`src/pkg/urm_pkg.sv`:
```
/*
 * Package for the UART register window and loopback block.
 * Assumes a host bus with 3 address lines, 8-bit data and one select per channel.
 */
package urm_pkg;
    // ------------------------------------------------------------
    // Register offsets
    // ------------------------------------------------------------
    localparam logic [2:0] OFS_HOLD    = 3'h0;
    localparam logic [2:0] OFS_IEN     = 3'h1;
    localparam logic [2:0] OFS_ISTAT   = 3'h2;
    localparam logic [2:0] OFS_LCTL    = 3'h3;
    localparam logic [2:0] OFS_MCTL    = 3'h4;
    localparam logic [2:0] OFS_LSTAT   = 3'h5;
    localparam logic [2:0] OFS_MSTAT   = 3'h6;
    localparam logic [2:0] OFS_SCRATCH = 3'h7;
    // ------------------------------------------------------------
    // Field positions and values
    // ------------------------------------------------------------
    localparam logic [7:0] LINE_UNLOCK  = 8'hBF;
    localparam int         LINE_DIV_BIT = 7;
    localparam int         ENH_EXT_BIT  = 4;
    localparam int         MDM_LOOP_BIT = 4;
    localparam int         MDM_RTS_BIT  = 1;
    localparam int         MDM_DTR_BIT  = 0;
    localparam logic [7:0] IEN_EXT_MASK = 8'hF0;
    localparam logic [7:0] IST_EXT_MASK = 8'h30;
    localparam logic [7:0] FCT_EXT_MASK = 8'h30;
    localparam logic [7:0] MDM_EXT_MASK = 8'hE0;
    localparam logic [7:0] FRAC_MASK    = 8'h3F;
    localparam logic [7:0] ZERO_BYTE    = 8'h00;
    localparam logic [7:0] RST_BYTE     = 8'h00;
    localparam logic [7:0] RST_DIV      = 8'h01;
    // Arbitrary identity values
    localparam logic [7:0] REV_CODE_DEF = 8'h01;
    localparam logic [7:0] ID_CODE_DEF  = 8'h5A;
    localparam int         FIFO_DEPTH   = 4;

    // ------------------------------------------------------------
    // Carriers
    // ------------------------------------------------------------
    typedef struct packed {
        logic       rd;
        logic       wr;
        logic [2:0] addr;
        logic [7:0] wdata;
    } urm_bus_t;

    typedef struct packed {
        logic cts_n;
        logic dsr_n;
        logic carrier_in_n;
        logic ring_in_n;
    } urm_modem_in_t;

    typedef enum logic [2:0] {
        BANK_NORMAL  = 3'b001,
        BANK_DIVISOR = 3'b010,
        BANK_ENH     = 3'b100
    } urm_bank_t;
endpackage

```
`src/core/urm_channel.sv`:
```
/*
 * One UART channel register window with internal loopback.
 * Serial framing is outside: the shifter pins are ports.
 * Assumes host strobes are synchronous single-cycle pulses on clk.
 */
// Behaviour
// - Loopback follows modem control bit 4
// - Channel functions unchanged during loopback
// - Transmit shifter output feeds receive shifter
// - Loopback holds tx, rts, dtr pins fixed
// - Loopback ignores modem input pins
// - Auto rts/cts flow disabled in loopback
// - Per-channel registers, active-low channel selects
// - Address 0 reads rx, writes tx
// - Divisor access maps divisor low/high bytes
// - Fractional divisor needs divisor access, ext bit
// - Zero divisor reads give revision, identification
// - Interrupt enable at address 1
// - Address 2 reads status, writes fifo control
// - Fifo control bit fields
// - Line control at address 3
// - Modem control, line, modem status map
// - Scratch register at address 7
// - Unlock value shows enhanced registers
// - Extended bits need enhanced bit 4
// - Bit 4 unlocks modem 7:5, fraction
`timescale 1ns/1ps
module urm_channel
    import urm_pkg::*;
#(
    parameter logic [7:0] REV_CODE = REV_CODE_DEF,
    parameter logic [7:0] ID_CODE  = ID_CODE_DEF
) (
    input  wire logic          clk,
    input  wire logic          rst_n,
    input  wire urm_bus_t      bus,
    output logic [7:0]         rdata,
    output logic               tx_valid,
    input  wire logic          tx_ready,
    output logic [7:0]         tx_data,
    input  wire logic [7:0]    rx_data,
    input  wire logic          rx_valid,
    output logic               rx_ready,
    input  wire logic [7:0]    line_status,
    input  wire logic [5:0]    int_source,
    input  wire logic          tsr_out,
    input  wire logic          rx_pin,
    output logic               tsr_in,
    output logic               tx_pin,
    output logic               rts_n,
    output logic               dtr_n,
    input  wire urm_modem_in_t modem_in,
    output logic [7:0]         ctl_line,
    output logic [7:0]         ctl_fifo,
    output logic [15:0]        ctl_div,
    output logic [7:0]         ctl_frac,
    output logic               auto_rts_en,
    output logic               auto_cts_en
);
    // ------------------------------------------------------------
    // Register state
    // ------------------------------------------------------------
    logic [7:0] div_lo_reg, div_hi_reg, frac_reg, ien_reg, fctl_reg, lctl_reg;
    logic [7:0] mctl_reg, scr_reg, enh_reg;
    logic [7:0] xon1_reg, xon2_reg, xoff1_reg, xoff2_reg;
    logic [7:0] mstat_reg;
    urm_modem_in_t modem_last_reg;
    urm_bank_t  bank;
    logic       ext_on;
    logic       loop_on;
    logic       wr_hold;
    logic [7:0] ext_mask_ien;
    logic       fifo_in_ready;
    logic [3:0] modem_lvl;

    function automatic logic [7:0] ext_gate(input logic [7:0] v, input logic [7:0] m,
                                            input logic en);
        ext_gate = en ? v : (v & ~m);
    endfunction

    assign ext_on  = enh_reg[ENH_EXT_BIT];
    assign loop_on = mctl_reg[MDM_LOOP_BIT];

    always_comb begin
        if (lctl_reg == LINE_UNLOCK) begin
            bank = BANK_ENH;
        end else if (lctl_reg[LINE_DIV_BIT]) begin
            bank = BANK_DIVISOR;
        end else begin
            bank = BANK_NORMAL;
        end
    end

    // ------------------------------------------------------------
    // Writes
    // ------------------------------------------------------------
    assign wr_hold = bus.wr && bus.addr == OFS_HOLD && bank == BANK_NORMAL;
    assign ext_mask_ien = IEN_EXT_MASK;

    always_ff @(posedge clk) begin
        if (!rst_n) begin
            div_lo_reg <= RST_DIV;
            div_hi_reg <= RST_BYTE;
            frac_reg   <= RST_BYTE;
        end else if (bus.wr && bank == BANK_DIVISOR) begin
            case (bus.addr)
                OFS_HOLD:  div_lo_reg <= bus.wdata;
                OFS_IEN:   div_hi_reg <= bus.wdata;
                OFS_ISTAT: begin
                    if (ext_on) begin
                        frac_reg <= bus.wdata & FRAC_MASK;
                    end
                end
                default: ;
            endcase
        end
    end

    always_ff @(posedge clk) begin
        if (!rst_n) begin
            ien_reg <= RST_BYTE;
        end else if (bus.wr && bank == BANK_NORMAL && bus.addr == OFS_IEN) begin
            ien_reg <= ext_gate(bus.wdata, ext_mask_ien, ext_on);
        end
    end

    always_ff @(posedge clk) begin
        if (!rst_n) begin
            fctl_reg <= RST_BYTE;
        end else if (bus.wr && bank != BANK_ENH && bus.addr == OFS_ISTAT
                     && bank == BANK_NORMAL) begin
            fctl_reg <= ext_gate(bus.wdata, FCT_EXT_MASK, ext_on);
        end else begin
            fctl_reg[2:1] <= 2'b00;  // FIFO resets are self-clearing
        end
    end

    always_ff @(posedge clk) begin
        if (!rst_n) begin
            lctl_reg <= RST_BYTE;
            mctl_reg <= RST_BYTE;
            scr_reg  <= RST_BYTE;
        end else if (bus.wr) begin
            case (bus.addr)
                OFS_LCTL:    lctl_reg <= bus.wdata;
                OFS_MCTL: begin
                    if (bank != BANK_ENH) begin
                        mctl_reg <= ext_gate(bus.wdata, MDM_EXT_MASK, ext_on);
                    end
                end
                OFS_SCRATCH: begin
                    if (bank != BANK_ENH) begin
                        scr_reg <= bus.wdata;
                    end
                end
                default: ;
            endcase
        end
    end

    always_ff @(posedge clk) begin
        if (!rst_n) begin
            enh_reg   <= RST_BYTE;
            xon1_reg  <= RST_BYTE;
            xon2_reg  <= RST_BYTE;
            xoff1_reg <= RST_BYTE;
            xoff2_reg <= RST_BYTE;
        end else if (bus.wr && bank == BANK_ENH) begin
            case (bus.addr)
                OFS_ISTAT:   enh_reg   <= bus.wdata;
                OFS_MCTL:    xon1_reg  <= bus.wdata;
                OFS_LSTAT:   xon2_reg  <= bus.wdata;
                OFS_MSTAT:   xoff1_reg <= bus.wdata;
                OFS_SCRATCH: xoff2_reg <= bus.wdata;
                default: ;
            endcase
        end
    end

    // ------------------------------------------------------------
    // Modem status: loopback takes inputs from control bits
    // ------------------------------------------------------------
    always_comb begin
        if (loop_on) begin
            // Ignore pins; echo modem control outputs instead
            modem_lvl = {mctl_reg[MDM_RTS_BIT], mctl_reg[MDM_DTR_BIT],
                         mctl_reg[3], mctl_reg[2]};
        end else begin
            modem_lvl = ~{modem_in.cts_n, modem_in.dsr_n,
                          modem_in.carrier_in_n, modem_in.ring_in_n};
        end
    end

    always_ff @(posedge clk) begin
        if (!rst_n) begin
            modem_last_reg <= '1;
            mstat_reg      <= RST_BYTE;
        end else begin
            modem_last_reg <= ~modem_lvl;
            // Deltas: change sets, a status read clears; set wins
            mstat_reg[7:4] <= {modem_lvl[1], modem_lvl[0], modem_lvl[2], modem_lvl[3]};
            mstat_reg[3:0] <= ((bus.rd && bank != BANK_ENH && bus.addr == OFS_MSTAT)
                               ? 4'h0 : mstat_reg[3:0])
                            | {modem_last_reg.carrier_in_n ^ ~modem_lvl[1],
                               modem_last_reg.ring_in_n ^ ~modem_lvl[0],
                               modem_last_reg.dsr_n ^ ~modem_lvl[2],
                               modem_last_reg.cts_n ^ ~modem_lvl[3]};
        end
    end

    // ------------------------------------------------------------
    // Read mux
    // ------------------------------------------------------------
    always_ff @(posedge clk) begin
        if (!rst_n) begin
            rdata <= ZERO_BYTE;
        end else if (bus.rd) begin
            case (bus.addr)
                OFS_HOLD: begin
                    if (bank == BANK_NORMAL) begin
                        rdata <= rx_data;
                    end else if (div_lo_reg == ZERO_BYTE && div_hi_reg == ZERO_BYTE) begin
                        rdata <= REV_CODE;
                    end else begin
                        rdata <= div_lo_reg;
                    end
                end
                OFS_IEN: begin
                    if (bank == BANK_NORMAL) begin
                        rdata <= ext_gate(ien_reg, IEN_EXT_MASK, ext_on);
                    end else if (div_lo_reg == ZERO_BYTE && div_hi_reg == ZERO_BYTE) begin
                        rdata <= ID_CODE;
                    end else begin
                        rdata <= div_hi_reg;
                    end
                end
                OFS_ISTAT: begin
                    if (bank == BANK_ENH) begin
                        rdata <= enh_reg;
                    end else if (bank == BANK_DIVISOR && ext_on) begin
                        rdata <= frac_reg;
                    end else begin
                        rdata <= ext_gate({{2{fctl_reg[0]}}, int_source},
                                          IST_EXT_MASK, ext_on);
                    end
                end
                OFS_LCTL:    rdata <= lctl_reg;
                OFS_MCTL:    rdata <= (bank == BANK_ENH) ? xon1_reg
                                      : ext_gate(mctl_reg, MDM_EXT_MASK, ext_on);
                OFS_LSTAT:   rdata <= (bank == BANK_ENH) ? xon2_reg : line_status;
                OFS_MSTAT:   rdata <= (bank == BANK_ENH) ? xoff1_reg : mstat_reg;
                OFS_SCRATCH: rdata <= (bank == BANK_ENH) ? xoff2_reg : scr_reg;
                default:     rdata <= ZERO_BYTE;
            endcase
        end
    end

    // ------------------------------------------------------------
    // Transmit holding FIFO; full drops further host writes
    // ------------------------------------------------------------
    urm_fifo #(.WIDTH(8), .DEPTH(FIFO_DEPTH)) u_txq (
        .clk       (clk),
        .rst_n     (rst_n),
        .flush     (fctl_reg[2]),
        .in_data   (bus.wdata),
        .in_valid  (wr_hold),
        .in_ready  (fifo_in_ready),
        .out_data  (tx_data),
        .out_valid (tx_valid),
        .out_ready (tx_ready)
    );

    // Receive side pops on a holding read; same in loopback
    assign rx_ready = bus.rd && bus.addr == OFS_HOLD && bank == BANK_NORMAL && rx_valid;

    // ------------------------------------------------------------
    // Pins and loopback routing
    // ------------------------------------------------------------
    always_ff @(posedge clk) begin
        if (!rst_n) begin
            tsr_in <= 1'b1;
            tx_pin <= 1'b1;
            rts_n  <= 1'b1;
            dtr_n  <= 1'b1;
        end else begin
            tsr_in <= loop_on ? tsr_out : rx_pin;
            tx_pin <= loop_on ? 1'b1 : tsr_out;
            rts_n  <= loop_on ? 1'b1 : ~mctl_reg[MDM_RTS_BIT];
            dtr_n  <= loop_on ? 1'b1 : ~mctl_reg[MDM_DTR_BIT];
        end
    end

    assign ctl_line    = lctl_reg;
    assign ctl_fifo    = fctl_reg;
    assign ctl_div     = {div_hi_reg, div_lo_reg};
    assign ctl_frac    = ext_on ? frac_reg : ZERO_BYTE;
    assign auto_rts_en = enh_reg[6] && !loop_on;
    assign auto_cts_en = enh_reg[7] && !loop_on;
endmodule

```
`src/core/urm_fifo.sv`:
```
/*
 * Small flop FIFO with valid/ready on both sides.
 * Assumes one clock and synchronous active-low reset.
 */
`timescale 1ns/1ps
module urm_fifo #(
    parameter int WIDTH = 8,
    parameter int DEPTH = 4
) (
    input  wire logic             clk,
    input  wire logic             rst_n,
    input  wire logic             flush,
    input  wire logic [WIDTH-1:0] in_data,
    input  wire logic             in_valid,
    output logic                  in_ready,
    output logic      [WIDTH-1:0] out_data,
    output logic                  out_valid,
    input  wire logic             out_ready
);
    localparam int AW = $clog2(DEPTH);
    logic [WIDTH-1:0] mem_reg [DEPTH];
    logic [AW-1:0]    wp_reg;
    logic [AW-1:0]    rp_reg;
    logic [AW:0]      cnt_reg;
    logic             push;
    logic             pop;

    assign in_ready  = (cnt_reg != (AW+1)'(DEPTH));
    assign out_valid = (cnt_reg != '0);
    assign out_data  = mem_reg[rp_reg];
    assign push      = in_valid && in_ready;
    assign pop       = out_valid && out_ready;

    always_ff @(posedge clk) begin
        if (push) begin
            mem_reg[wp_reg] <= in_data;
        end
    end

    always_ff @(posedge clk) begin
        if (!rst_n || flush) begin
            wp_reg  <= '0;
            rp_reg  <= '0;
            cnt_reg <= '0;
        end else begin
            if (push) begin
                wp_reg <= (wp_reg == AW'(DEPTH-1)) ? '0 : wp_reg + 1'b1;
            end
            if (pop) begin
                rp_reg <= (rp_reg == AW'(DEPTH-1)) ? '0 : rp_reg + 1'b1;
            end
            cnt_reg <= cnt_reg + (AW+1)'(push) - (AW+1)'(pop);
        end
    end
endmodule

```
`config.mk`:
```
export PLATFORM = sky130hd
export DESIGN_NAME = urm_channel
export DESIGN_NICKNAME = d
export VERILOG_FILES = /design/src/pkg/urm_pkg.sv /design/src/core/urm_channel.sv /design/src/core/urm_fifo.sv
export SDC_FILE = /design/constraint.sdc
export NUM_CORES = 1
export LEC_CHECK = 0
export ABC_AREA = 1
export BUFFER_PORTS_ARGS = -buffer_cell sky130_fd_sc_hd__buf_2
export CAP_MARGIN = 10
export CORE_ASPECT_RATIO = 0.7
export CORE_UTILIZATION = 60
export CTS_BUF_LIST = sky130_fd_sc_hd__clkbuf_4
export CTS_CLUSTER_SIZE = 20
export DETAILED_ROUTE_END_ITERATION = 8
export PLACE_DENSITY_LB_ADDON = 0.12
export SLEW_MARGIN = 20
export SYNTH_ARGS = -nofsm -noshare
export SYNTH_HDL_FRONTEND = slang
export SYNTH_SLANG_ARGS = --single-unit
```
`constraint.sdc`:
```
create_clock -name clk -period 4.6 [get_ports clk]
set_clock_uncertainty 0.2 [all_clocks]
set_input_delay 0.92 -clock clk [delete_from_list [all_inputs] [get_ports clk]]
set_output_delay 0.92 -clock clk [all_outputs]
set_load 0.01 [all_outputs]
```
# Word-level counts from Yosys, hierarchy flattened
# Memory sizes are Yosys's and may differ from the RTL's. A register that Yosys moved wholly into a read port is not among the register bits.
# Index checks and enable logic that the tools add are counted.
# W data, S select, Z words.
# op_classes
n_mux	29
n_addsub	4
bitwise	14
n_eq_ne	15
n_reduce_logical	40
# ops
op	n
$mux W8	14
$pmux W8 S8	1
$logic_and A1 B1 Y1	20
$mux W6	3
$reduce_and A2 Y1	9
$logic_not A8 Y1	2
$eq A3 B3 Y1 const B	5
$mux W2	5
$eq A3 B2 Y1 const B	3
$reduce_and A3 Y1	3
$eq A8 B8 Y1 const B	1
$mux W4	2
$not A4 Y4	2
$not A1 Y1	7
$eq A3 B1 Y1 const B	2
$ne A3 B3 Y1 const B	2
$add A2 B1 Y2 const B	2
$eq A2 B2 Y1 const B	2
$or A4 B4 Y4	1
$xor A1 B1 Y1	4
$add A3 B1 Y3	1
$logic_not A3 Y1	1
$mux W1	3
$mux W3	1
5 further kinds	6
# totals
memories	1
out_inout_bits	64
ram_bits	32
ff_bits	133
# mem_list
memory	depth	width	read_ports	rd_clocked_by_memory_dff	wr	line	rtl
u_txq.mem_reg	4	8	1	1	1	urm_fifo.sv:21	logic [WIDTH-1:0] mem_reg [DEPTH];

# Longest topological paths before layout
# Gate-level depths: netlist (run 1).
# depth
word_depth	7
mapped_depth	13

# Modules after synthesis
# Synthesis (run 1) repeated with hierarchy kept, for this count alone.
# hier_totals
hier_cells	1008
area_unflattened_um2	7583.5
# modules_own_cells
module	seq_area_each_um2	cells_each	area_each_um2	n_inst
urm_channel	2522.4	860	5873.1	1
urm_fifo	1141.1	148	1710.4	1

# Worst setup path after synthesis (run 1)
# No wires, ideal clock.
# synth_path
kind	input -> register
start	input port bus[9] (netlist name)
end	register u_txq.cnt_reg[2]
cell_stages	13
arrival_ns	2.670
slack_ns	1.666
t_required_ns	4.336
setup_ns	0.064
cell_sequence	buf_2 > inv_2 > nand3_1 > buf_2 > a31oi_1 > nand2_1 > inv_1 > ha_1 > inv_1 > fa_1 > xnor2_1 > inv_1 > nor2_1
# synth_via
elab_chain_cells	6
# synth_lines
item	line	rtl
start, declared	urm_channel.sv:36	input wire urm_bus_t bus,
$logic_not A3 Y1	urm_channel.sv:97	assign wr_hold = bus.wr && bus.addr == OFS_HOLD && bank == BANK_NORMAL;
$logic_and A1 B1 Y1 (2 in series)	urm_channel.sv:97	
$logic_and A1 B1 Y1	urm_fifo.sv:31	assign push = in_valid && in_ready;
net u_txq.push	urm_fifo.sv:25	logic push;
$add A3 B1 Y3	urm_fifo.sv:52	cnt_reg <= cnt_reg + (AW+1)'(push) - (AW+1)'(pop);
$sub A3 B1 Y3	urm_fifo.sv:52	
end signal, assigned	urm_fifo.sv:52	
end, declared	urm_fifo.sv:24	logic [AW:0] cnt_reg;
# The timed path passes the listed nets, and every way through them passes these cells.
# A chain may end at the register's enable or synchronous reset.

==> flow_metrics.tcl, run 1 <==
set metrics [dict create \
    synth_seq_cells 167 \
    antenna_left 0 \
    die_x_um 136.8 \
    layout_commonest_cell "nand2_1" \
    start_util 0.6146 \
    synthCells 1021 \
    cts-root-buf "clkbuf_4" \
    fin_crit_ns 3.312 \
    wire_per_inst_um 17.42 \
    fin_crit_sh 0.7199 \
    max_slew_margin 0.4624 \
    grtUsageMet3 0.08086 \
    regArea_mm2 0.003664 \
    hp-class "reg -> reg" \
    rsz0062_at_grt "false" \
    die_y_um 96.38 \
    clk_path_buf_depth 2 \
    n_antenna_cell 0 \
    htreeDepth 4 \
    grt-busiest-layer "met1" \
    die-area_mm2 0.01319 \
    areaGrowthSynthToFinish_pct 10.42 \
    required_ns 3.48 \
    cts_resized 0 \
    clkTransAtPathRegs_ns 0.16 \
    clock-sinks 167 \
    p_leak_nw 3.691 \
    drt_pass1_iterations 6 \
    use_met1 0.5294 \
    cts_hold_buf 0 \
    slew_viol_final 0 \
    ir_drop_mv 0.1993 \
    drc 0 \
    gp_congestion 0.8905 \
    grt-ovfl-total 0 \
    grt_pass1_wl_um 33260 \
    clock_latency_ns 0.58 \
    yosysSeqAreaShare 0.4798 \
    first_iter_violations 891 \
    cp-start-kind "register" \
    endpoint_kind "output port" \
    port_buffers 106 \
    power_density_mw_per_mm2 340.6 \
    cts_made_buffers 17 \
    place_hpwl_um 15200 \
    drive_above_1_share 0.1593 \
    crit_path_max_fanout 17 \
    cts_setup_buffers 0 \
    fmax_ghz 0.3020 \
    status "finished, final reports clean" \
    syn_area_mm2 0.007635 \
    crit_type "reg -> out" \
    coreArea_mm2 0.01242 \
    final_cell_mix "nand2_1 (181), dfxtp_1 (135), a21oi_1 (120)" \
    largest_reg_flops 32 \
    synth.avg_cell_area_um2 7.478 \
    fin_nets 1151 \
    grt_use_met2 0.4805 \
    rows 34 \
    drv_cap 0 \
    postLayoutCoreUtil 0.6787 \
    fillCellCount 1073 \
    grt_pass1_vias 5995 \
    vias 7168 \
    grt_max_degree 88 \
    arrival_ns 2.19 \
    setup_viol 0 \
    worst_slew_pin_slew_ns 0.8035 \
    grt_antenna_before_repair 0 \
    wl_um 22170 \
    via_per_inst 5.631 \
    cts_tree "built" \
    power_w 0.002872 \
    track_usage 0.3475 \
    ios 109 \
    fin_setup_tns_ns 0 \
    multi_input_area_mm2 0.003236 \
    synth_cell_types 36 \
    hold_viol 0 \
    yosys_warnings 0 \
]
[Yosys cell counts]
cell	instances	area, um2
buf_2	22	110.1
o21ai_1	37	185.2
buf_4	4	30.03
o22ai_1	8	50.05
dfxtp_1	135	2703
nor2_8	1	20.02
nand3_1	85	425.4
edfxtp_1	32	960.9
o211ai_1	4	30.03
xor2_1	4	35.03
inv_1	114	427.9
nor3_1	4	20.02
nand2_4	2	22.52
a21oi_1	120	600.6
nor2_4	6	67.56
a211oi_1	3	22.52
nand2_2	2	12.51
o21ai_0	82	410.4
and2_0	1	6.260
clkinv_1	1	3.750
conb_1	1	3.750
xnor2_1	2	17.52
inv_2	15	56.30
clkbuf_1	27	101.4
inv_4	1	6.260
buf_1	1	3.750
nor2_2	4	25.02
nor3_4	2	32.53
a31oi_1	2	12.51
fa_1	1	20.02
nand2_1	181	679.4
nand4_1	6	37.54
nor2_1	99	371.6
ha_1	7	87.58
or2_2	1	6.260
nand3b_1	4	30.03
[area by class of cell]
cell class / instances / area share
inverter: 131 / 0.05862
multi-input combinational: 670 / 0.3838
sequential: 167 / 0.4345
clock buffer: 18 / 0.01603
clock inverter: 14 / 0.01558
tap: 162 / 0.02404
timing repair buffer: 111 / 0.06738
[per-layer routing]
layer,up-vias,part of all wire
li1,3486,-
met1,3196,0.46
met2,438,0.40
met3,48,0.13
met4,0,0.020
met5,-,0
[cells by family after synthesis]
family | after synthesis | share of synthesized area
other | 1 | 0.0004912
adder cells (fa/ha/maj) | 8 | 0.01409
XOR/XNOR | 6 | 0.006883
AND/OR/NAND/NOR | 398 | 0.2301
buffers and inverters | 185 | 0.09685
AO/OA/AOI/OAI | 256 | 0.1717
flip-flops | 167 | 0.4798
[stage by stage]
step	hold slack [ns]	cells	cell area, um2	setup slack (ns)
floorplan	0.1785	1022	7639	1.666
global placement	0.1929	1241	8164	1.505
detailed placement	0.2163	1241	8164	1.376
CTS	0.2360	1273	8431	1.312
global route	0.2412	1273	8431	1.120
finish	0.2285	1273	8431	1.288
[power by group]
group	leakage [nW]	internal (W)	switching, W
clock	0.142	0.000247	0.000590
combinational	2.16	0.000154	0.000295
sequential	1.38	0.00154	0.0000445
[path summary, 6_finish.rpt]
check                                         startpoint  slack (ns)  cells past startpoint                        end
worst min-delay path            mctl_reg[0]$_SDFFE_PN0P_        0.23                      1           dtr_n$_SDFF_PP1_
worst max-delay path                            register        1.29                      4                 tx_data[6]
worst min register to register  mctl_reg[0]$_SDFFE_PN0P_        0.23                      1           dtr_n$_SDFF_PP1_
worst max register to register  ctl_line[3]$_SDFFE_PN0P_        1.66                      8  xoff1_reg[1]$_SDFFE_PN0P_
[critical path, stage by stage (launching register included)]
cell	delay [ns]
dfxtp_1	0.68
inv_1	0.33
o21ai_0	0.29
o22ai_1	0.14
buf_2	0.16
Power figures use the tool's default switching activity.
==> run 2, diff against run 1 <==
Settings changed: CORE_UTILIZATION 60 to 54.
Clock period 4.6 ns to 2.7 ns, I/O delays scaled along.
==> run 2 against run 1 <==
Die area increased by 11%. Largest cell class unchanged. First-iteration DRC count decreased by 7.1%. Hold slack got worse by 0.15 ns. Critical path depth increased by 1. Via count increased by 0.64%. Largest power group unchanged. Clock power increased by 78%. Design area increased by 3.1%.
==> flow_metrics.tcl, run 2 (synthesis results as in run 1) <==
set metrics [dict create \
    worst_slew_pin_slew_ns 0.5140 \
    wl_um 22150 \
    slew_viol_final 0 \
    grt_max_degree 36 \
    worst-r2r-setup-slack_ns 0.37 \
    p_int_w 0.003475 \
    hold_viol 0 \
    switching_share 0.2985 \
    clkTransAtPathRegs_ns 0.14 \
    p_leak_nw 3.825 \
    cts_tree "built" \
    drc 0 \
    drive_above_1_share 0.1759 \
    areaGrowthSynthToFinish_pct 13.86 \
    comb_power_share 0.157 \
    via_per_inst 5.457 \
    status "finished, final reports clean" \
    vias 7214 \
    setup_viol 0 \
    wire_per_inst_um 16.75 \
    fin_setup_tns_ns 0 \
    largest_reg_flops 32 \
    max_slew_margin 0.6573 \
    hp-class "in -> reg" \
    reg2reg_depth 11 \
    drt_pass1_iterations 6 \
    reg2reg_from "u_txq.cnt_reg[1]$_SDFF_PP0_" \
    grt_pass1_wl_um 34330 \
    htreeDepth 4 \
    cts_setup_buffers 0 \
    crit_type "reg -> out" \
    die_x_um 144.1 \
    grt_pass1_vias 6240 \
    ios 109 \
    drv_cap 0 \
    clock_latency_ns 0.56 \
    clockPowerShare 0.300 \
    finalNonFillerCells 1322 \
    fin_crit_sh 0.9372 \
    ir_drop_mv 0.4119 \
    cts-root-buf "clkbuf_4" \
    fin_crit_ns 2.530 \
    power_w 0.004954 \
    clock-sinks 167 \
    p_seq_frac 0.543 \
    critical_path.startpoint "ctl_line[7]$_SDFFE_PN0P_" \
    grt-ovfl-total 0 \
    die-area_mm2 0.01463 \
    final_area_mm2 0.008693 \
    rows 35 \
    r2r-end "u_txq.cnt_reg[2]$_SDFF_PP0_" \
    power_density_mw_per_mm2 569.8 \
    fmax_ghz 0.3952 \
    first_iter_violations 828 \
    fillCellCount 1285 \
    coreArea_mm2 0.01349 \
    antenna_left 0 \
    final_cell_mix "nand2_1 (181), dfxtp_1 (135), a21oi_1 (120)" \
    cts_made_buffers 17 \
    arrival_ns 1.79 \
    grt_antenna_before_repair 0 \
    endpoint_kind "output port" \
    layout_commonest_cell "nand2_1" \
    crit_path_max_fanout 26 \
    fin_nets 1177 \
    die_y_um 101.5 \
    n_antenna_cell 0 \
    rsz0062_at_grt "false" \
    endpoint "rx_ready" \
    cp-start-kind "register" \
    dp_cells 1287 \
    gp_congestion 0.9189 \
    switching_power_w 0.001479 \
    required_ns 1.96 \
    clk_path_buf_depth 2 \
    place_hpwl_um 15820 \
    postPlaceCellArea_mm2 0.008378 \
    start_util 0.5660 \
    port_buffers 106 \
    track_usage 0.3171 \
]
==> run 2: cell type report <==
| class | count | area [um2] | area share |
|---|---|---|---|
| inverters | 131 | 498.0 | 0.05728 |
| multi-input cells | 670 | 3236 | 0.3722 |
| clock buffers | 18 | 135.1 | 0.01554 |
| repair buffers | 136 | 773.2 | 0.08895 |
| clock inverters | 14 | 151.4 | 0.01742 |
| flip-flops and latches | 167 | 3664 | 0.4214 |
| well taps | 185 | 231.5 | 0.02663 |
| repair inverters | 1 | 5.005 | 0.0005757 |
==> run 2: per-stage QoR <==
stage               utilization  setup slack, ns  hold slack, ns
floorplan                     -           0.1461          0.1785
global placement         0.6212           0.3007          0.2094
detailed placement       0.6212           0.2599          0.2005
CTS                      0.6442          0.04624         0.06304
global route             0.6445          0.04203         0.07555
finish                   0.6445           0.1696         0.08343
==> run 2: what timing repair did <==
action                                 in CTS  in global routing
hold buffers                                2                  0
cloned                                      0                  1
endpoints found under the hold margin       2                  0
setup endpoints to repair                   1                  1
gates resized for setup                     1                  0
==> run 2: worst max-delay path: stages (launching register included) <==
cell and delay (ns):
dfxtp_1 0.43, buf_12 0.20, clkinvlp_4 0.27, nand3_1 0.14
nor2_1 0.05, buf_2 0.13
==> run 2: power by group through the flow <==
stage / registers, W / clock network [W] / logic [W]
after global placement: 0.00274 / 0 / 0.000757
after CTS: 0.00269 / 0.00150 / 0.000771
after global routing: 0.00270 / 0.00161 / 0.000867
after floorplan: 0.00273 / 0 / 0.000480
final: 0.00269 / 0.00149 / 0.000779
after detailed placement: 0.00274 / 0 / 0.000765
==> run 2: per-layer routing <==
layer  global-route usage  share of wire
met1               0.4932           0.48
met2               0.4329           0.39
met3              0.07612           0.12
met4              0.07774          0.014
met5                    0              0
==> run 2: worst min path at each step <==
stage	from	end	slack (ns)	cells past startpoint
floorplan	mctl_reg[0]$_SDFFE_PN0P_	dtr_n$_SDFF_PP1_	0.18	1
global placement	mctl_reg[0]$_SDFFE_PN0P_	dtr_n$_SDFF_PP1_	0.21	1
detailed placement	mctl_reg[0]$_SDFFE_PN0P_	dtr_n$_SDFF_PP1_	0.20	1
CTS	modem_in[0]	modem_last_reg[0]$_SDFF_PN1_	0.06	3
global route	modem_in[2]	modem_last_reg[2]$_SDFF_PN1_	0.08	3
finish	modem_in[2]	modem_last_reg[2]$_SDFF_PN1_	0.08	3
==> run 3, diff against run 2 <==
--- a/config.mk
+++ b/config.mk
@@ -16,2 +16,3 @@
 export PLACE_DENSITY_LB_ADDON = 0.12
+export SKIP_CTS_REPAIR_TIMING = 1
 export SLEW_MARGIN = 20
==> constraint.sdc (replaced) <==
create_clock -name clk -period 2.7 [get_ports clk]
set_clock_uncertainty 0.2 [all_clocks]
set_input_delay 0.27 -clock clk [delete_from_list [all_inputs] [get_ports clk]]
set_output_delay 0.27 -clock clk [all_outputs]
set_load 0.01 [all_outputs]
==> run 3 against run 2 <==
Sequential share of layout area is 0.48 points lower. Critical endpoint is now tx_data[4]. The flow now finishes with violations (hold timing). Combinational power is 6.2% higher. Wire length is 5.9% higher. Largest cell class unchanged.
==> flow_metrics.tcl, run 3 (synthesis results as in run 1) <==
set metrics [dict create \
    regArea_mm2 0.003664 \
    crit_family "buffers and inverters" \
    r2r-end "u_txq.cnt_reg[2]$_SDFF_PP0_" \
    hold_ws_ns -0.05447 \
    ios 109 \
    arrival_ns 2.06 \
    place_hpwl_um 16140 \
    grt_use_met2 0.4519 \
    fillCellCount 1240 \
    crit_path_max_fanout 17 \
    cts_tree "built" \
    rows 35 \
    wl_um 23460 \
    clock-sinks 167 \
    antenna_left 0 \
    p_int_w 0.003401 \
    reg2reg_depth 11 \
    die_y_um 101.5 \
    wire_per_inst_um 17.61 \
    crit_buf_inv 3 \
    p_seq_frac 0.544 \
    first_iter_violations 906 \
    clkTransAtPathRegs_ns 0.14 \
    path_cells "buf_4, inv_1, nor2_1, o22ai_1, buf_2" \
    comb_power_share 0.168 \
    track_usage 0.3301 \
    fin_nets 1187 \
    endpoint_kind "output port" \
    fmax_ghz 0.3946 \
    fin_setup_tns_ns 0 \
    cp-start-kind "register" \
    multi_input_area_mm2 0.003236 \
    critPathMaxStageDelay_ns 0.37 \
    grt_antenna_before_repair 0 \
    grt-busiest-layer "met1" \
    switching_power_w 0.001529 \
    required_ns 2.23 \
    fin_crit_sh 0.9387 \
    crit_type "reg -> out" \
    hold_viol 4 \
    start_util 0.5660 \
    failed_checks "hold timing" \
    crit_slowest_cell "inv_1" \
    clk_path_buf_depth 2 \
    final_cell_mix "nand2_1 (181), dfxtp_1 (135), a21oi_1 (120)" \
    coreArea_mm2 0.01349 \
    largest_reg_flops 32 \
    layout_commonest_cell "nand2_1" \
    drive_above_1_share 0.1656 \
    finalNonFillerCells 1332 \
    drc 0 \
    rsz0062_at_grt "false" \
    n_antenna_cell 0 \
    grt_pass1_vias 6331 \
    clock_latency_ns 0.58 \
    postPlaceCellArea_mm2 0.008303 \
    via_per_inst 5.552 \
    worst-r2r-setup-slack_ns 0.42 \
    power_density_mw_per_mm2 560.6 \
    cts_made_buffers 17 \
    grt_max_degree 78 \
    worst-path-stages 5 \
    die_x_um 144.1 \
    reg2reg_from "u_txq.cnt_reg[1]$_SDFF_PP0_" \
    slew_viol_final 0 \
    endpoint "tx_data[4]" \
    port_buffers 106 \
    switching_share 0.3102 \
    cts-root-buf "clkbuf_4" \
    grtUsageMet3 0.08038 \
    max_slew_margin 0.5620 \
    p_leak_nw 3.862 \
    grt_pass1_wl_um 35620 \
    final_area_mm2 0.008793 \
    fin_crit_ns 2.535 \
    vias 7395 \
    dp_cells 1277 \
    drv_cap 0 \
    power_w 0.004930 \
    setup_viol 0 \
    worst_slew_pin_slew_ns 0.6562 \
    grt-ovfl-total 0 \
    htreeDepth 4 \
    drt_pass1_iterations 6 \
    areaGrowthSynthToFinish_pct 15.18 \
    gp_congestion 0.9391 \
    ir_drop_mv 0.3745 \
    status "finished, violations left" \
    die-area_mm2 0.01463 \
    postLayoutCoreUtil 0.6519 \
    hp-class "in -> reg" \
    use_met1 0.5093 \
    clockPowerShare 0.288 \
]
## run 3: changes by cell type in the layout (fill, tap and decap cells not counted), sizes merged
cell,delta
buf,-10
dlygate4sd3,+21
bufinv,-1
inv,+3
clkinvlp,-3
## run 3: metal layers
layer	routed length, um	part of all wire
met1	10870	0.46
met2	9270	0.40
met3	2948	0.13
met4	372	0.016
met5	0	0
## run 3: per-stage QoR
stage	setup WS, ns	hold WS, ns
2_1_floorplan	0.4161	0.1641
3_3_place_gp	0.5058	0.2119
3_5_place_dp	0.4421	0.2190
4_1_cts	0.1555	-0.3294
5_1_grt	0.05770	0.01469
6_report	0.1655	-0.05447
## run 3: tightest hold or removal path, cell delays in order
cell,delay [ns]
buf_2,0.07
a21oi_1,0.05
a21oi_1,0.11
nand2_1,0.06
a21oi_1,0.11
## run 3: cell type report
class,instances,area share
Sequential cell,167,0.4166
Multi-Input combinational cell,670,0.3680
Timing Repair Buffer,147,0.1033
Inverter,131,0.05620
Tap cell,185,0.02632
Clock buffer,18,0.01537
Clock inverter,14,0.01423
## run 3: power groups by stage
stage	combinational, W	sequential (W)	clock, W
2_1_floorplan	0.000480	0.00273	0
3_3_place_gp	0.000777	0.00273	0
3_5_place_dp	0.000789	0.00274	0
4_1_cts	0.000793	0.00268	0.00141
5_1_grt	0.000918	0.00269	0.00152
6_report	0.000827	0.00268	0.00142
## run 3: how the worst min path moves through the flow
| stage | to | start | depth (start not counted) | slack, ns |
|---|---|---|---|---|
| after floorplan | rdata[4]$_SDFFE_PN0P_ | bus[12] | 1 | 0.16 |
| after global placement | dtr_n$_SDFF_PP1_ | mctl_reg[0]$_SDFFE_PN0P_ | 1 | 0.21 |
| after detailed placement | dtr_n$_SDFF_PP1_ | mctl_reg[0]$_SDFFE_PN0P_ | 1 | 0.22 |
| after CTS | tx_pin$_SDFF_PP1_ | tsr_out | 3 | -0.33 |
| after global routing | rdata[6]$_SDFFE_PN0P_ | rx_data[6] | 7 | 0.01 |
| final | rdata[2]$_SDFFE_PN0P_ | rx_data[2] | 5 | -0.05 |
